<file path="src/hw/timer_pair_map.svh">
// Register offsets, field positions and reset values of the timer pair.
`ifndef TIMER_PAIR_MAP_SVH
`define TIMER_PAIR_MAP_SVH

// ----------------------------------------------------------------------
// Register byte offsets
// ----------------------------------------------------------------------
`define OFS_PAIR_MODE     8'h00
`define OFS_FF_CTRL       8'h04
`define OFS_LOWER_CMP     8'h08
`define OFS_UPPER_CMP     8'h0c
`define OFS_RUN_CTRL      8'h10
`define OFS_STATUS        8'h14

// ----------------------------------------------------------------------
// Field positions
// ----------------------------------------------------------------------
`define POS_LOWER_CLK     0
`define POS_UPPER_CLK     2
`define POS_PWM_PERIOD    4
`define POS_PAIR_MODE     6
`define POS_TOGGLE_SRC    0
`define POS_TOGGLE_EN     1
`define POS_FF_INIT       2
`define POS_DBL_BUF       7
`define POS_LOWER_RUN     0
`define POS_UPPER_RUN     1
`define POS_PRESC_RUN     7
`define POS_STAT_UPPER    8
`define POS_STAT_FF       16

// ----------------------------------------------------------------------
// Reset values
// ----------------------------------------------------------------------
`define RST_PAIR_MODE     8'h00
`define RST_FF_CTRL       8'h00
`define RST_RUN_CTRL      8'h00
`define RST_COMPARE       8'h00

// ----------------------------------------------------------------------
// Counter limits for the selectable PWM periods
// ----------------------------------------------------------------------
`define PWM_TOP_N6        8'h3f
`define PWM_TOP_N7        8'h7f
`define PWM_TOP_N8        8'hff

`endif

</file>
<file path="src/hw/timer_pair_pkg.sv">
// Types shared by the timer pair design.
package timer_pair_pkg;

    typedef enum logic [1:0] {
        MODE_DUAL    = 2'b00,
        MODE_CASCADE = 2'b01,
        MODE_PULSE   = 2'b10,
        MODE_PWM     = 2'b11
    } pair_mode_t;

    typedef enum logic [1:0] {
        FF_CMD_NONE  = 2'b00,
        FF_CMD_SET   = 2'b01,
        FF_CMD_CLEAR = 2'b10,
        FF_CMD_KEEP  = 2'b11
    } ff_cmd_t;

endpackage : timer_pair_pkg

</file>
<file path="src/hw/timer_pair.sv">
// Pair of 8-bit up-counters with shared output toggle flip-flop and four pair modes.
//
// How it works
// - Init command 10 clears, 01 sets flip-flop.
// - Compare registers are write-only, read zero.
// - Pair mode 01 cascades into 16-bit timer.
// - Cascade: upper counts lower overflow, ignores select.
// - Cascade lower compare write holds comparison until upper.
// - Cascade lower match: signal only, no clear.
// - Cascade full match clears both, upper irq.
// - Pulse mode toggles on either compare match.
// - Pulse mode reloads buffer on period match.
// - PWM on lower only; upper stays usable.
// - PWM toggles on match or 2^n-1 overflow.
// - PWM clears lower counter on 2^n-1 overflow.
// - Pair mode 00: two independent 8-bit timers.
// - Lower clock: external, div8, div32, div128.
// - Upper clock: lower match (dual mode only), div8, div128, div2048.
// - Toggle source bit picks lower or upper match (dual mode only).
// - Pulse waveform drives the wave output pin.
// - PWM mode: upper uses taps, no toggling.
// - Interval match clears counter, raises irq.
// - Double buffer bit enables buffering, resets 0.
// - Lower compare write always updates buffer; compare directly only when disabled.
`timescale 1ns/1ps

`include "timer_pair_map.svh"

module timer_pair
    import timer_pair_pkg::*;
#(
    parameter int PRESC_W = 11
) (
    input  wire logic        sys_clk,
    input  wire logic        rstn,
    input  wire logic [7:0]  address,
    input  wire logic        read,
    input  wire logic        write,
    input  wire logic [31:0] writedata,
    input  wire logic [3:0]  byteenable,
    output logic      [31:0] readdata,
    output logic             waitrequest,
    input  wire logic        ext_count_in,
    output logic             wave_out_pin,
    output logic             lower_match_irq,
    output logic             upper_match_irq
);

    // ------------------------------------------------------------------
    // Elaboration checks
    // ------------------------------------------------------------------
    // The slowest tap divides by 2048, so the prescaler needs 11 bits.
    if (PRESC_W < 11) begin : g_presc_check
        $error("PRESC_W must be at least 11");
    end

    // ------------------------------------------------------------------
    // Declarations
    // ------------------------------------------------------------------
    logic [7:0]         pair_mode_reg_q;
    logic [7:0]         flipflop_control_reg_q;
    logic [7:0]         run_control_reg_q;
    logic [7:0]         lower_compare_reg_q;
    logic [7:0]         lower_buf_q;
    logic [7:0]         upper_compare_reg_q;
    logic               cmp_hold_q;
    logic [7:0]         lower_counter_q;
    logic [7:0]         upper_counter_q;
    logic               output_toggle_ff_q;
    logic               lower_irq_q;
    logic               upper_irq_q;
    logic [PRESC_W-1:0] presc_q;
    logic               ext_meta_q;
    logic               ext_sync_q;
    logic               ext_prev_q;
    logic               ack_q;
    logic [31:0]        readdata_q;

    pair_mode_t         pair_mode_field;
    logic [1:0]         lower_clk_sel;
    logic [1:0]         upper_clk_sel;
    logic [1:0]         pwm_period_sel;
    logic               ff_toggle_src_sel;
    logic               toggle_en;
    logic               dbl_buf_enable;
    logic               lower_run;
    logic               upper_run_bit;
    logic               presc_run;
    ff_cmd_t            ff_init_cmd;

    logic               wr_go;
    logic               ext_edge;
    logic               presc_tap_div8;
    logic               presc_tap_div32;
    logic               presc_tap_div128;
    logic               presc_tap_div2048;
    logic               lo_tick;
    logic               hi_src;
    logic               hi_tick;
    logic [7:0]         lo_inc;
    logic [7:0]         hi_inc;
    logic [7:0]         hi_nxt;
    logic [7:0]         pwm_top;
    logic               lo_match;
    logic               hi_match;
    logic               lo_ovf;
    logic [7:0]         lower_counter_d;
    logic [7:0]         upper_counter_d;
    logic               toggle_ev;
    logic               lo_irq_ev;
    logic               hi_irq_ev;
    logic               load_buf;

    // ------------------------------------------------------------------
    // Field decode
    // ------------------------------------------------------------------
    assign pair_mode_field   = pair_mode_t'(pair_mode_reg_q[`POS_PAIR_MODE +: 2]);
    assign lower_clk_sel     = pair_mode_reg_q[`POS_LOWER_CLK +: 2];
    assign upper_clk_sel     = pair_mode_reg_q[`POS_UPPER_CLK +: 2];
    assign pwm_period_sel    = pair_mode_reg_q[`POS_PWM_PERIOD +: 2];
    assign ff_toggle_src_sel = flipflop_control_reg_q[`POS_TOGGLE_SRC];
    assign toggle_en         = flipflop_control_reg_q[`POS_TOGGLE_EN];
    assign dbl_buf_enable    = flipflop_control_reg_q[`POS_DBL_BUF];
    assign lower_run         = run_control_reg_q[`POS_LOWER_RUN];
    assign upper_run_bit     = run_control_reg_q[`POS_UPPER_RUN];
    assign presc_run         = run_control_reg_q[`POS_PRESC_RUN];
    assign ff_init_cmd       = ff_cmd_t'(writedata[`POS_FF_INIT +: 2]);

    // ------------------------------------------------------------------
    // Avalon-MM slave
    // ------------------------------------------------------------------
    // Every access waits exactly one cycle; read data is captured on the
    // first edge so it is stable at the edge where waitrequest is low.
    assign waitrequest = (read | write) & ~ack_q;
    assign wr_go       = write & ack_q & byteenable[0];
    assign readdata    = readdata_q;

    always_ff @(posedge sys_clk or negedge rstn) begin
        if (!rstn) begin
            ack_q <= 1'b0;
        end else begin
            ack_q <= (read | write) & ~ack_q;
        end
    end

    always_ff @(posedge sys_clk or negedge rstn) begin
        if (!rstn) begin
            readdata_q <= 32'h0000_0000;
        end else if (read && !ack_q) begin
            readdata_q <= 32'h0000_0000;
            unique case (address)
                `OFS_PAIR_MODE: readdata_q[7:0] <= pair_mode_reg_q;
                `OFS_FF_CTRL:   readdata_q[7:0] <= flipflop_control_reg_q & ~(8'h03 << `POS_FF_INIT);
                `OFS_RUN_CTRL:  readdata_q[7:0] <= run_control_reg_q;
                `OFS_STATUS: begin
                    readdata_q[7:0]                      <= lower_counter_q;
                    readdata_q[`POS_STAT_UPPER +: 8]     <= upper_counter_q;
                    readdata_q[`POS_STAT_FF]             <= output_toggle_ff_q;
                end
                // compare reads hidden
                // Compare offsets and unmapped addresses read as zero.
                default:        readdata_q <= 32'h0000_0000;
            endcase
        end
    end

    always_ff @(posedge sys_clk or negedge rstn) begin
        if (!rstn) begin
            pair_mode_reg_q        <= `RST_PAIR_MODE;
            flipflop_control_reg_q <= `RST_FF_CTRL;
            run_control_reg_q      <= `RST_RUN_CTRL;
        end else if (wr_go) begin
            if (address == `OFS_PAIR_MODE) begin
                pair_mode_reg_q <= writedata[7:0];
            end
            if (address == `OFS_FF_CTRL) begin
                flipflop_control_reg_q <= writedata[7:0];
            end
            if (address == `OFS_RUN_CTRL) begin
                run_control_reg_q <= writedata[7:0];
            end
        end
    end

    // ------------------------------------------------------------------
    // Compare registers and lower buffer
    // ------------------------------------------------------------------
    always_ff @(posedge sys_clk or negedge rstn) begin
        if (!rstn) begin
            lower_buf_q         <= `RST_COMPARE;
            lower_compare_reg_q <= `RST_COMPARE;
        end else begin
            if (wr_go && address == `OFS_LOWER_CMP) begin
                lower_buf_q <= writedata[7:0];
            end
            if (wr_go && address == `OFS_LOWER_CMP && !dbl_buf_enable) begin
                lower_compare_reg_q <= writedata[7:0];
            end else if (load_buf) begin
                lower_compare_reg_q <= lower_buf_q;
            end
        end
    end

    always_ff @(posedge sys_clk or negedge rstn) begin
        if (!rstn) begin
            upper_compare_reg_q <= `RST_COMPARE;
        end else if (wr_go && address == `OFS_UPPER_CMP) begin
            upper_compare_reg_q <= writedata[7:0];
        end
    end

    // suspend until upper write
    // The upper write releases the hold even when it lands after a mode change.
    always_ff @(posedge sys_clk or negedge rstn) begin
        if (!rstn) begin
            cmp_hold_q <= 1'b0;
        end else if (wr_go && address == `OFS_UPPER_CMP) begin
            cmp_hold_q <= 1'b0;
        end else if (wr_go && address == `OFS_LOWER_CMP && pair_mode_field == MODE_CASCADE) begin
            cmp_hold_q <= 1'b1;
        end
    end

    // ------------------------------------------------------------------
    // Prescaler and external count input
    // ------------------------------------------------------------------
    always_ff @(posedge sys_clk or negedge rstn) begin
        if (!rstn) begin
            presc_q <= '0;
        end else if (!presc_run) begin
            presc_q <= '0;
        end else begin
            presc_q <= presc_q + 1'b1;
        end
    end

    assign presc_tap_div8    = presc_run & (&presc_q[2:0]);
    assign presc_tap_div32   = presc_run & (&presc_q[4:0]);
    assign presc_tap_div128  = presc_run & (&presc_q[6:0]);
    assign presc_tap_div2048 = presc_run & (&presc_q[10:0]);

    always_ff @(posedge sys_clk or negedge rstn) begin
        if (!rstn) begin
            ext_meta_q <= 1'b0;
            ext_sync_q <= 1'b0;
            ext_prev_q <= 1'b0;
        end else begin
            ext_meta_q <= ext_count_in;
            ext_sync_q <= ext_meta_q;
            ext_prev_q <= ext_sync_q;
        end
    end

    // Counting on the rising edge only; the pin must stay high and low for
    // at least two clock periods each to be seen.
    assign ext_edge = ext_sync_q & ~ext_prev_q;

    // ------------------------------------------------------------------
    // Count and match logic
    // ------------------------------------------------------------------
    always_comb begin
        lo_inc = lower_counter_q + 8'h01;
        hi_inc = upper_counter_q + 8'h01;

        unique case (lower_clk_sel)
            2'b00:   lo_tick = ext_edge;
            2'b01:   lo_tick = presc_tap_div8;
            2'b10:   lo_tick = presc_tap_div32;
            default: lo_tick = presc_tap_div128;
        endcase
        lo_tick = lo_tick & lower_run;

        lo_ovf   = lo_tick & (lower_counter_q == 8'hff);
        lo_match = lo_tick & (lo_inc == lower_compare_reg_q) & ~cmp_hold_q;

        if (pair_mode_field == MODE_CASCADE) begin
            hi_src = lo_ovf;
        end else begin
            unique case (upper_clk_sel)
                2'b00:   hi_src = (pair_mode_field == MODE_DUAL) & lo_match;
                2'b01:   hi_src = presc_tap_div8;
                2'b10:   hi_src = presc_tap_div128;
                default: hi_src = presc_tap_div2048;
            endcase
        end
        hi_tick  = hi_src & upper_run_bit;
        hi_nxt   = hi_tick ? hi_inc : upper_counter_q;
        hi_match = hi_tick & (hi_inc == upper_compare_reg_q) & ~cmp_hold_q;

        unique case (pwm_period_sel)
            2'b01:   pwm_top = `PWM_TOP_N6;
            2'b10:   pwm_top = `PWM_TOP_N7;
            default: pwm_top = `PWM_TOP_N8;
        endcase

        lower_counter_d = lo_tick ? lo_inc : lower_counter_q;
        upper_counter_d = hi_nxt;
        toggle_ev       = 1'b0;
        lo_irq_ev       = 1'b0;
        hi_irq_ev       = 1'b0;
        load_buf        = 1'b0;

        unique case (pair_mode_field)
            MODE_DUAL: begin
                if (lo_match) begin
                    lower_counter_d = 8'h00;
                    lo_irq_ev       = 1'b1;
                end
                if (hi_match) begin
                    upper_counter_d = 8'h00;
                    hi_irq_ev       = 1'b1;
                end
                toggle_ev = ff_toggle_src_sel ? hi_match : lo_match;
            end
            MODE_CASCADE: begin
                if (lo_match && hi_nxt == upper_compare_reg_q) begin
                    lower_counter_d = 8'h00;
                    upper_counter_d = 8'h00;
                    hi_irq_ev       = 1'b1;
                    toggle_ev       = 1'b1;
                end
            end
            MODE_PULSE: begin
                // period restart at upper compare
                // The upper counter free-runs here and never matches.
                if (lo_tick && lo_inc == upper_compare_reg_q) begin
                    lower_counter_d = 8'h00;
                    lo_irq_ev       = 1'b1;
                    toggle_ev       = 1'b1;
                    load_buf        = dbl_buf_enable;
                end else if (lo_tick && lo_inc == lower_compare_reg_q) begin
                    toggle_ev = 1'b1;
                end
            end
            default: begin
                // overflow clears lower counter
                // The overflow outranks the match so 0 and 100 percent duty work.
                if (lo_tick && lower_counter_q == pwm_top) begin
                    lower_counter_d = 8'h00;
                    lo_irq_ev       = 1'b1;
                    toggle_ev       = 1'b1;
                    load_buf        = dbl_buf_enable;
                end else if (lo_tick && lo_inc == lower_compare_reg_q) begin
                    toggle_ev = 1'b1;
                end
                if (hi_match) begin
                    upper_counter_d = 8'h00;
                    hi_irq_ev       = 1'b1;
                end
            end
        endcase
    end

    // ------------------------------------------------------------------
    // Counters
    // ------------------------------------------------------------------
    // stopped counters hold zero
    always_ff @(posedge sys_clk or negedge rstn) begin
        if (!rstn) begin
            lower_counter_q <= 8'h00;
        end else if (!lower_run) begin
            lower_counter_q <= 8'h00;
        end else begin
            lower_counter_q <= lower_counter_d;
        end
    end

    always_ff @(posedge sys_clk or negedge rstn) begin
        if (!rstn) begin
            upper_counter_q <= 8'h00;
        end else if (!upper_run_bit) begin
            upper_counter_q <= 8'h00;
        end else begin
            upper_counter_q <= upper_counter_d;
        end
    end

    // ------------------------------------------------------------------
    // Output flip-flop and match pulses
    // ------------------------------------------------------------------
    // A software force in the same cycle as a toggle wins, so the written
    // level is what software reads back.
    always_ff @(posedge sys_clk or negedge rstn) begin
        if (!rstn) begin
            output_toggle_ff_q <= 1'b0;
        end else if (wr_go && address == `OFS_FF_CTRL && ff_init_cmd == FF_CMD_CLEAR) begin
            output_toggle_ff_q <= 1'b0;
        end else if (wr_go && address == `OFS_FF_CTRL && ff_init_cmd == FF_CMD_SET) begin
            output_toggle_ff_q <= 1'b1;
        end else if (toggle_ev && toggle_en) begin
            output_toggle_ff_q <= ~output_toggle_ff_q;
        end
    end

    assign wave_out_pin = output_toggle_ff_q;

    always_ff @(posedge sys_clk or negedge rstn) begin
        if (!rstn) begin
            lower_irq_q <= 1'b0;
            upper_irq_q <= 1'b0;
        end else begin
            lower_irq_q <= lo_irq_ev;
            upper_irq_q <= hi_irq_ev;
        end
    end

    assign lower_match_irq = lower_irq_q;
    assign upper_match_irq = upper_irq_q;

endmodule : timer_pair

</file>
<file path="config.mk">
export PLATFORM = sky130hd
export DESIGN_NAME = timer_pair
export DESIGN_NICKNAME = d
export VERILOG_FILES = /design/src/hw/timer_pair_pkg.sv /design/src/hw/timer_pair.sv
export VERILOG_INCLUDE_DIRS = /design/src /design/src/hw
export SDC_FILE = /design/constraint.sdc
export NUM_CORES = 1
export LEC_CHECK = 0
export BUFFER_PORTS_ARGS = -buffer_cell sky130_fd_sc_hd__buf_2
export CAP_MARGIN = 20
export CORE_AREA = 2 2 114 116
export DETAILED_ROUTE_END_ITERATION = 8
export DIE_AREA = 0 0 116 118
export SYNTH_ARGS = -nofsm -noshare
export SYNTH_HDL_FRONTEND = slang
export SYNTH_SLANG_ARGS = --single-unit
</file>
<file path="constraint.sdc">
create_clock -name sys_clk -period 4.9 [get_ports sys_clk]
set_clock_uncertainty 0.1 [all_clocks]
set_input_delay 0.98 -clock sys_clk [delete_from_list [all_inputs] [get_ports sys_clk]]
set_output_delay 0.98 -clock sys_clk [all_outputs]
set_load 0.005 [all_outputs]
</file>
==> results.py <==
metrics = {
    "status": {
        "run_status": "finished clean",
    },
    "placement": {
        "numPortBuffers": 42,
        "place_ws_ns": 1.24,
        "dp.cells": 723,
        "routabilityCongestion": 0.937,
        "dp_hpwl_mm": 9.55,
    },
    "yosys": {
        "async_reset_ff_share_pct": 100,
        "yosys_most_used_dff": "dfrtp_1",
        "ys_ff_latch": 98,
        "synth_edf_count": 0,
        "ys_warn_count": 0,
        "synthCells": 534,
        "netlist_area_sq_um": 5530,
        "syn_avg_cell_area_sq_um": 10.4,
        "yosysSeqAreaShare_pct": 44.3,
        "synth_cell_types": 61,
    },
    "worst_setup_path": {
        "crit_family": "compound AO/OA/AOI/OAI gates",
        "cp-end-kind": "flip-flop",
        "crit_type": "reg2reg",
        "crit_chain": "ha_1, nand3_1, xor3_1, nand4_1, nor4b_4, o21a_1, nand2_2, o21ai_4, a21oi_2, o211ai_2, nor2_1",
        "path_max_fanout": 10,
        "start_kind": "flip-flop",
        "critPathSlowestCell": "dfrtp_1",
        "crit_arrival_ns": 3.82,
        "path_buf_inv": 0,
        "critPathMaxStageDelay_ns": 0.56,
        "cp.required_ns": 5.02,
    },
    "drt": {
        "drt.antenna.violating_nets": 0,
        "vias_per_cell": 5.37,
        "routed_wl_mm": 12.7,
        "dr.pass1.iters": 5,
        "post_drt_wl_per_cell_um": 17.2,
        "vias": 3972,
        "first_iter_violations": 246,
        "drc": 0,
    },
    "die": {
        "ios": 85,
        "core_area_sq_um": 12400,
        "die_w_um": 116,
        "num_rows": 41,
        "initial_core_util_pct": 44.5,
        "die_h_um": 118,
        "die_area_sq_um": 13700,
    },
    "clocking": {
        "clk_pin_slew_ns": 0.07,
        "clockBufferDepth": 2,
        "cts_tree": "built",
        "cts_hold_buf": 0,
        "post_cts_resized": 0,
        "htree_levels": 3,
        "clk_latency_ns": 0.36,
        "cts_root_buffer": "clkbuf_16",
        "post_cts_buffers": 0,
        "numCtsBuffers": 9,
        "cts_sinks": 98,
    },
    "sta": {
        "fin_crit_sh_pct": 75.6,
        "fmax_mhz": 270,
        "setup_ws_ns": 1.19,
        "timing.slew.headroom_pct": 40.3,
        "fin_tns_setup_ns": 0,
        "fin_crit_ns": 3.71,
        "drv_slew": 0,
        "rsz0062_at_grt": "false",
        "worst_pin_slew_ns": 0.896,
        "hold_viol": 0,
        "setup_viol": 0,
    },
    "global_route": {
        "grt_pass1_vias": 3885,
        "antenna_found_initial": 0,
        "grt_max_degree": 67,
        "grt_pass1_wl_mm": 21.1,
        "grtUsageTotal_pct": 20.1,
        "gr-total-overflow": 0,
    },
    "power": {
        "clock_power_share_pct": 42.7,
        "leakagePower_nw": 2.73,
        "swShare_pct": 24.0,
        "internal-power_mw": 1.20,
        "ir_drop_mv": 0.234,
        "seq_power_share_pct": 52.1,
        "power_density_nw_per_um2": 260,
        "p_comb_share_pct": 5.2,
        "netSwitchingPower_mw": 0.379,
        "power.total_mw": 1.58,
    },
    "final_layout": {
        "diodes": 0,
        "final_cells": 740,
        "num-fill-cells": 1183,
        "nets": 622,
        "final_common_cell": "dfrtp_1",
        "areaGrowthSynthToFinish_pct": 10.2,
        "final_cell_mix": "dfrtp_1, nor2_1, nand2_1",
        "drive_gt1_share_pct": 21.5,
    },
    "flow_run": {
        "maxCapViolCount": 0,
    },
    "worst_hold_path": {
        "hp-class": "reg2reg",
    },
}
==> path summary, 6_finish.rpt <==
| path | from | endpoint | slack, ns | depth (start not counted) |
|---|---|---|---|---|
| setup / recovery | lower_counter_q[0] | lower_counter_q[0] | 1.19 | 11 |
| hold / removal | ext_meta_q | ext_sync_q | 0.26 | 0 |
| setup reg to reg | lower_counter_q[0] | lower_counter_q[0] | 1.19 | 11 |
| hold reg to reg | ext_meta_q | ext_sync_q | 0.26 | 0 |
| max in group asynchronous | rstn | flipflop_control_reg_q[0] | 3.11 | 2 |
| min in group asynchronous | rstn | readdata[12] | 0.63 | 1 |
==> synth_stat cells (2+ instances only) <==
library cell	n	area, sq um
dfrtp_1	98	2450
nor2_1	58	218
nand2_1	46	173
mux2_2	36	405
xor2_1	28	245
xnor2_1	26	228
o21ai_0	20	100
a21oi_1	17	85.1
buf_4	17	128
clkbuf_1	17	63.8
nand3_1	15	75.1
inv_1	12	45.0
mux2i_1	11	110
ha_1	10	125
a22o_1	9	78.8
buf_2	8	40.0
nor3_1	8	40.0
nand4_1	7	43.8
and2_1	6	37.5
and3_1	6	37.5
mux4_2	6	135
nor2b_1	6	37.5
nor4_1	5	31.3
a211oi_1	4	30.0
a22oi_1	4	30.0
a31oi_1	4	25.0
nand2b_1	4	25.0
nand4b_1	3	26.3
nor3b_1	3	22.5
o21a_1	3	22.5
o31ai_1	3	22.5
or3_1	3	18.8
nor3_2	2	20.0
or4_1	2	15.0
==> sequential cells by signal, indices dropped and copies added, names as in the netlist <==
signal,cells
readdata,17
ext_meta_q,1
wave_out_pin,1
lower_counter_q,8
lower_match_irq,1
lower_buf_q,8
ext_sync_q,1
ext_prev_q,1
upper_match_irq,1
presc_q,11
cmp_hold_q,1
ack_q,1
pair_mode_reg_q,8
run_control_reg_q,8
flipflop_control_reg_q,6
upper_counter_q,8
upper_compare_reg_q,8
lower_compare_reg_q,8
==> power groups by stage <==
| stage | combinational (mW) | sequential, mW | clock [mW] |
|---|---|---|---|
| finish | 0.0815 | 0.824 | 0.675 |
| global route | 0.0924 | 0.825 | 0.735 |
| CTS | 0.0835 | 0.824 | 0.694 |
| detailed placement | 0.0831 | 0.840 | 0 |
| global placement | 0.0823 | 0.839 | 0 |
| floorplan | 0.0507 | 0.837 | 0 |
==> routing by layer <==
metal / share of wire (%) / GRT usage (%) / wire [um]
met5: 0 / 0 / 0
met2: 46 / 29.9 / 5840
met1: 47 / 28.8 / 5960
met4: 2.5 / 7.07 / 321
met3: 4.7 / 4.27 / 593
==> logic make-up (layout without fill, tap and decap cells) <==
group	Yosys count	in the layout	share of synthesized area [%]
adders and majority gates	10	10	2.26
and+or+nand+nor	180	180	16.3
xor gates and xnor gates	55	55	8.98
DFF	98	98	44.3
muxes	54	54	12.0
other	1	15	0.0678
AOI/OAI and AO/OA	81	81	10.8
buffers and inverters	55	75	5.20
==> metrics by stage <==
stage	hold WS, ns	util [%]	area (sq um)
2_1_floorplan	0.231	-	5580
3_3_place_gp	0.239	46.8	5800
3_5_place_dp	0.243	46.8	5800
4_1_cts	0.259	49.0	6080
5_1_grt	0.270	49.1	6090
6_report	0.256	49.1	6090
==> cell type report <==
cell class	instances	area (sq um)	area share, %
clock inverters	6	41.3	0.678
clock buffers	10	239	3.92
well taps	172	215	3.53
flip-flops and latches	98	2450	40.3
multi-input cells	395	2850	46.8
inverters	12	45.0	0.739
repair buffers	47	250	4.11
Note: power is estimated with default switching activity, not from simulation.
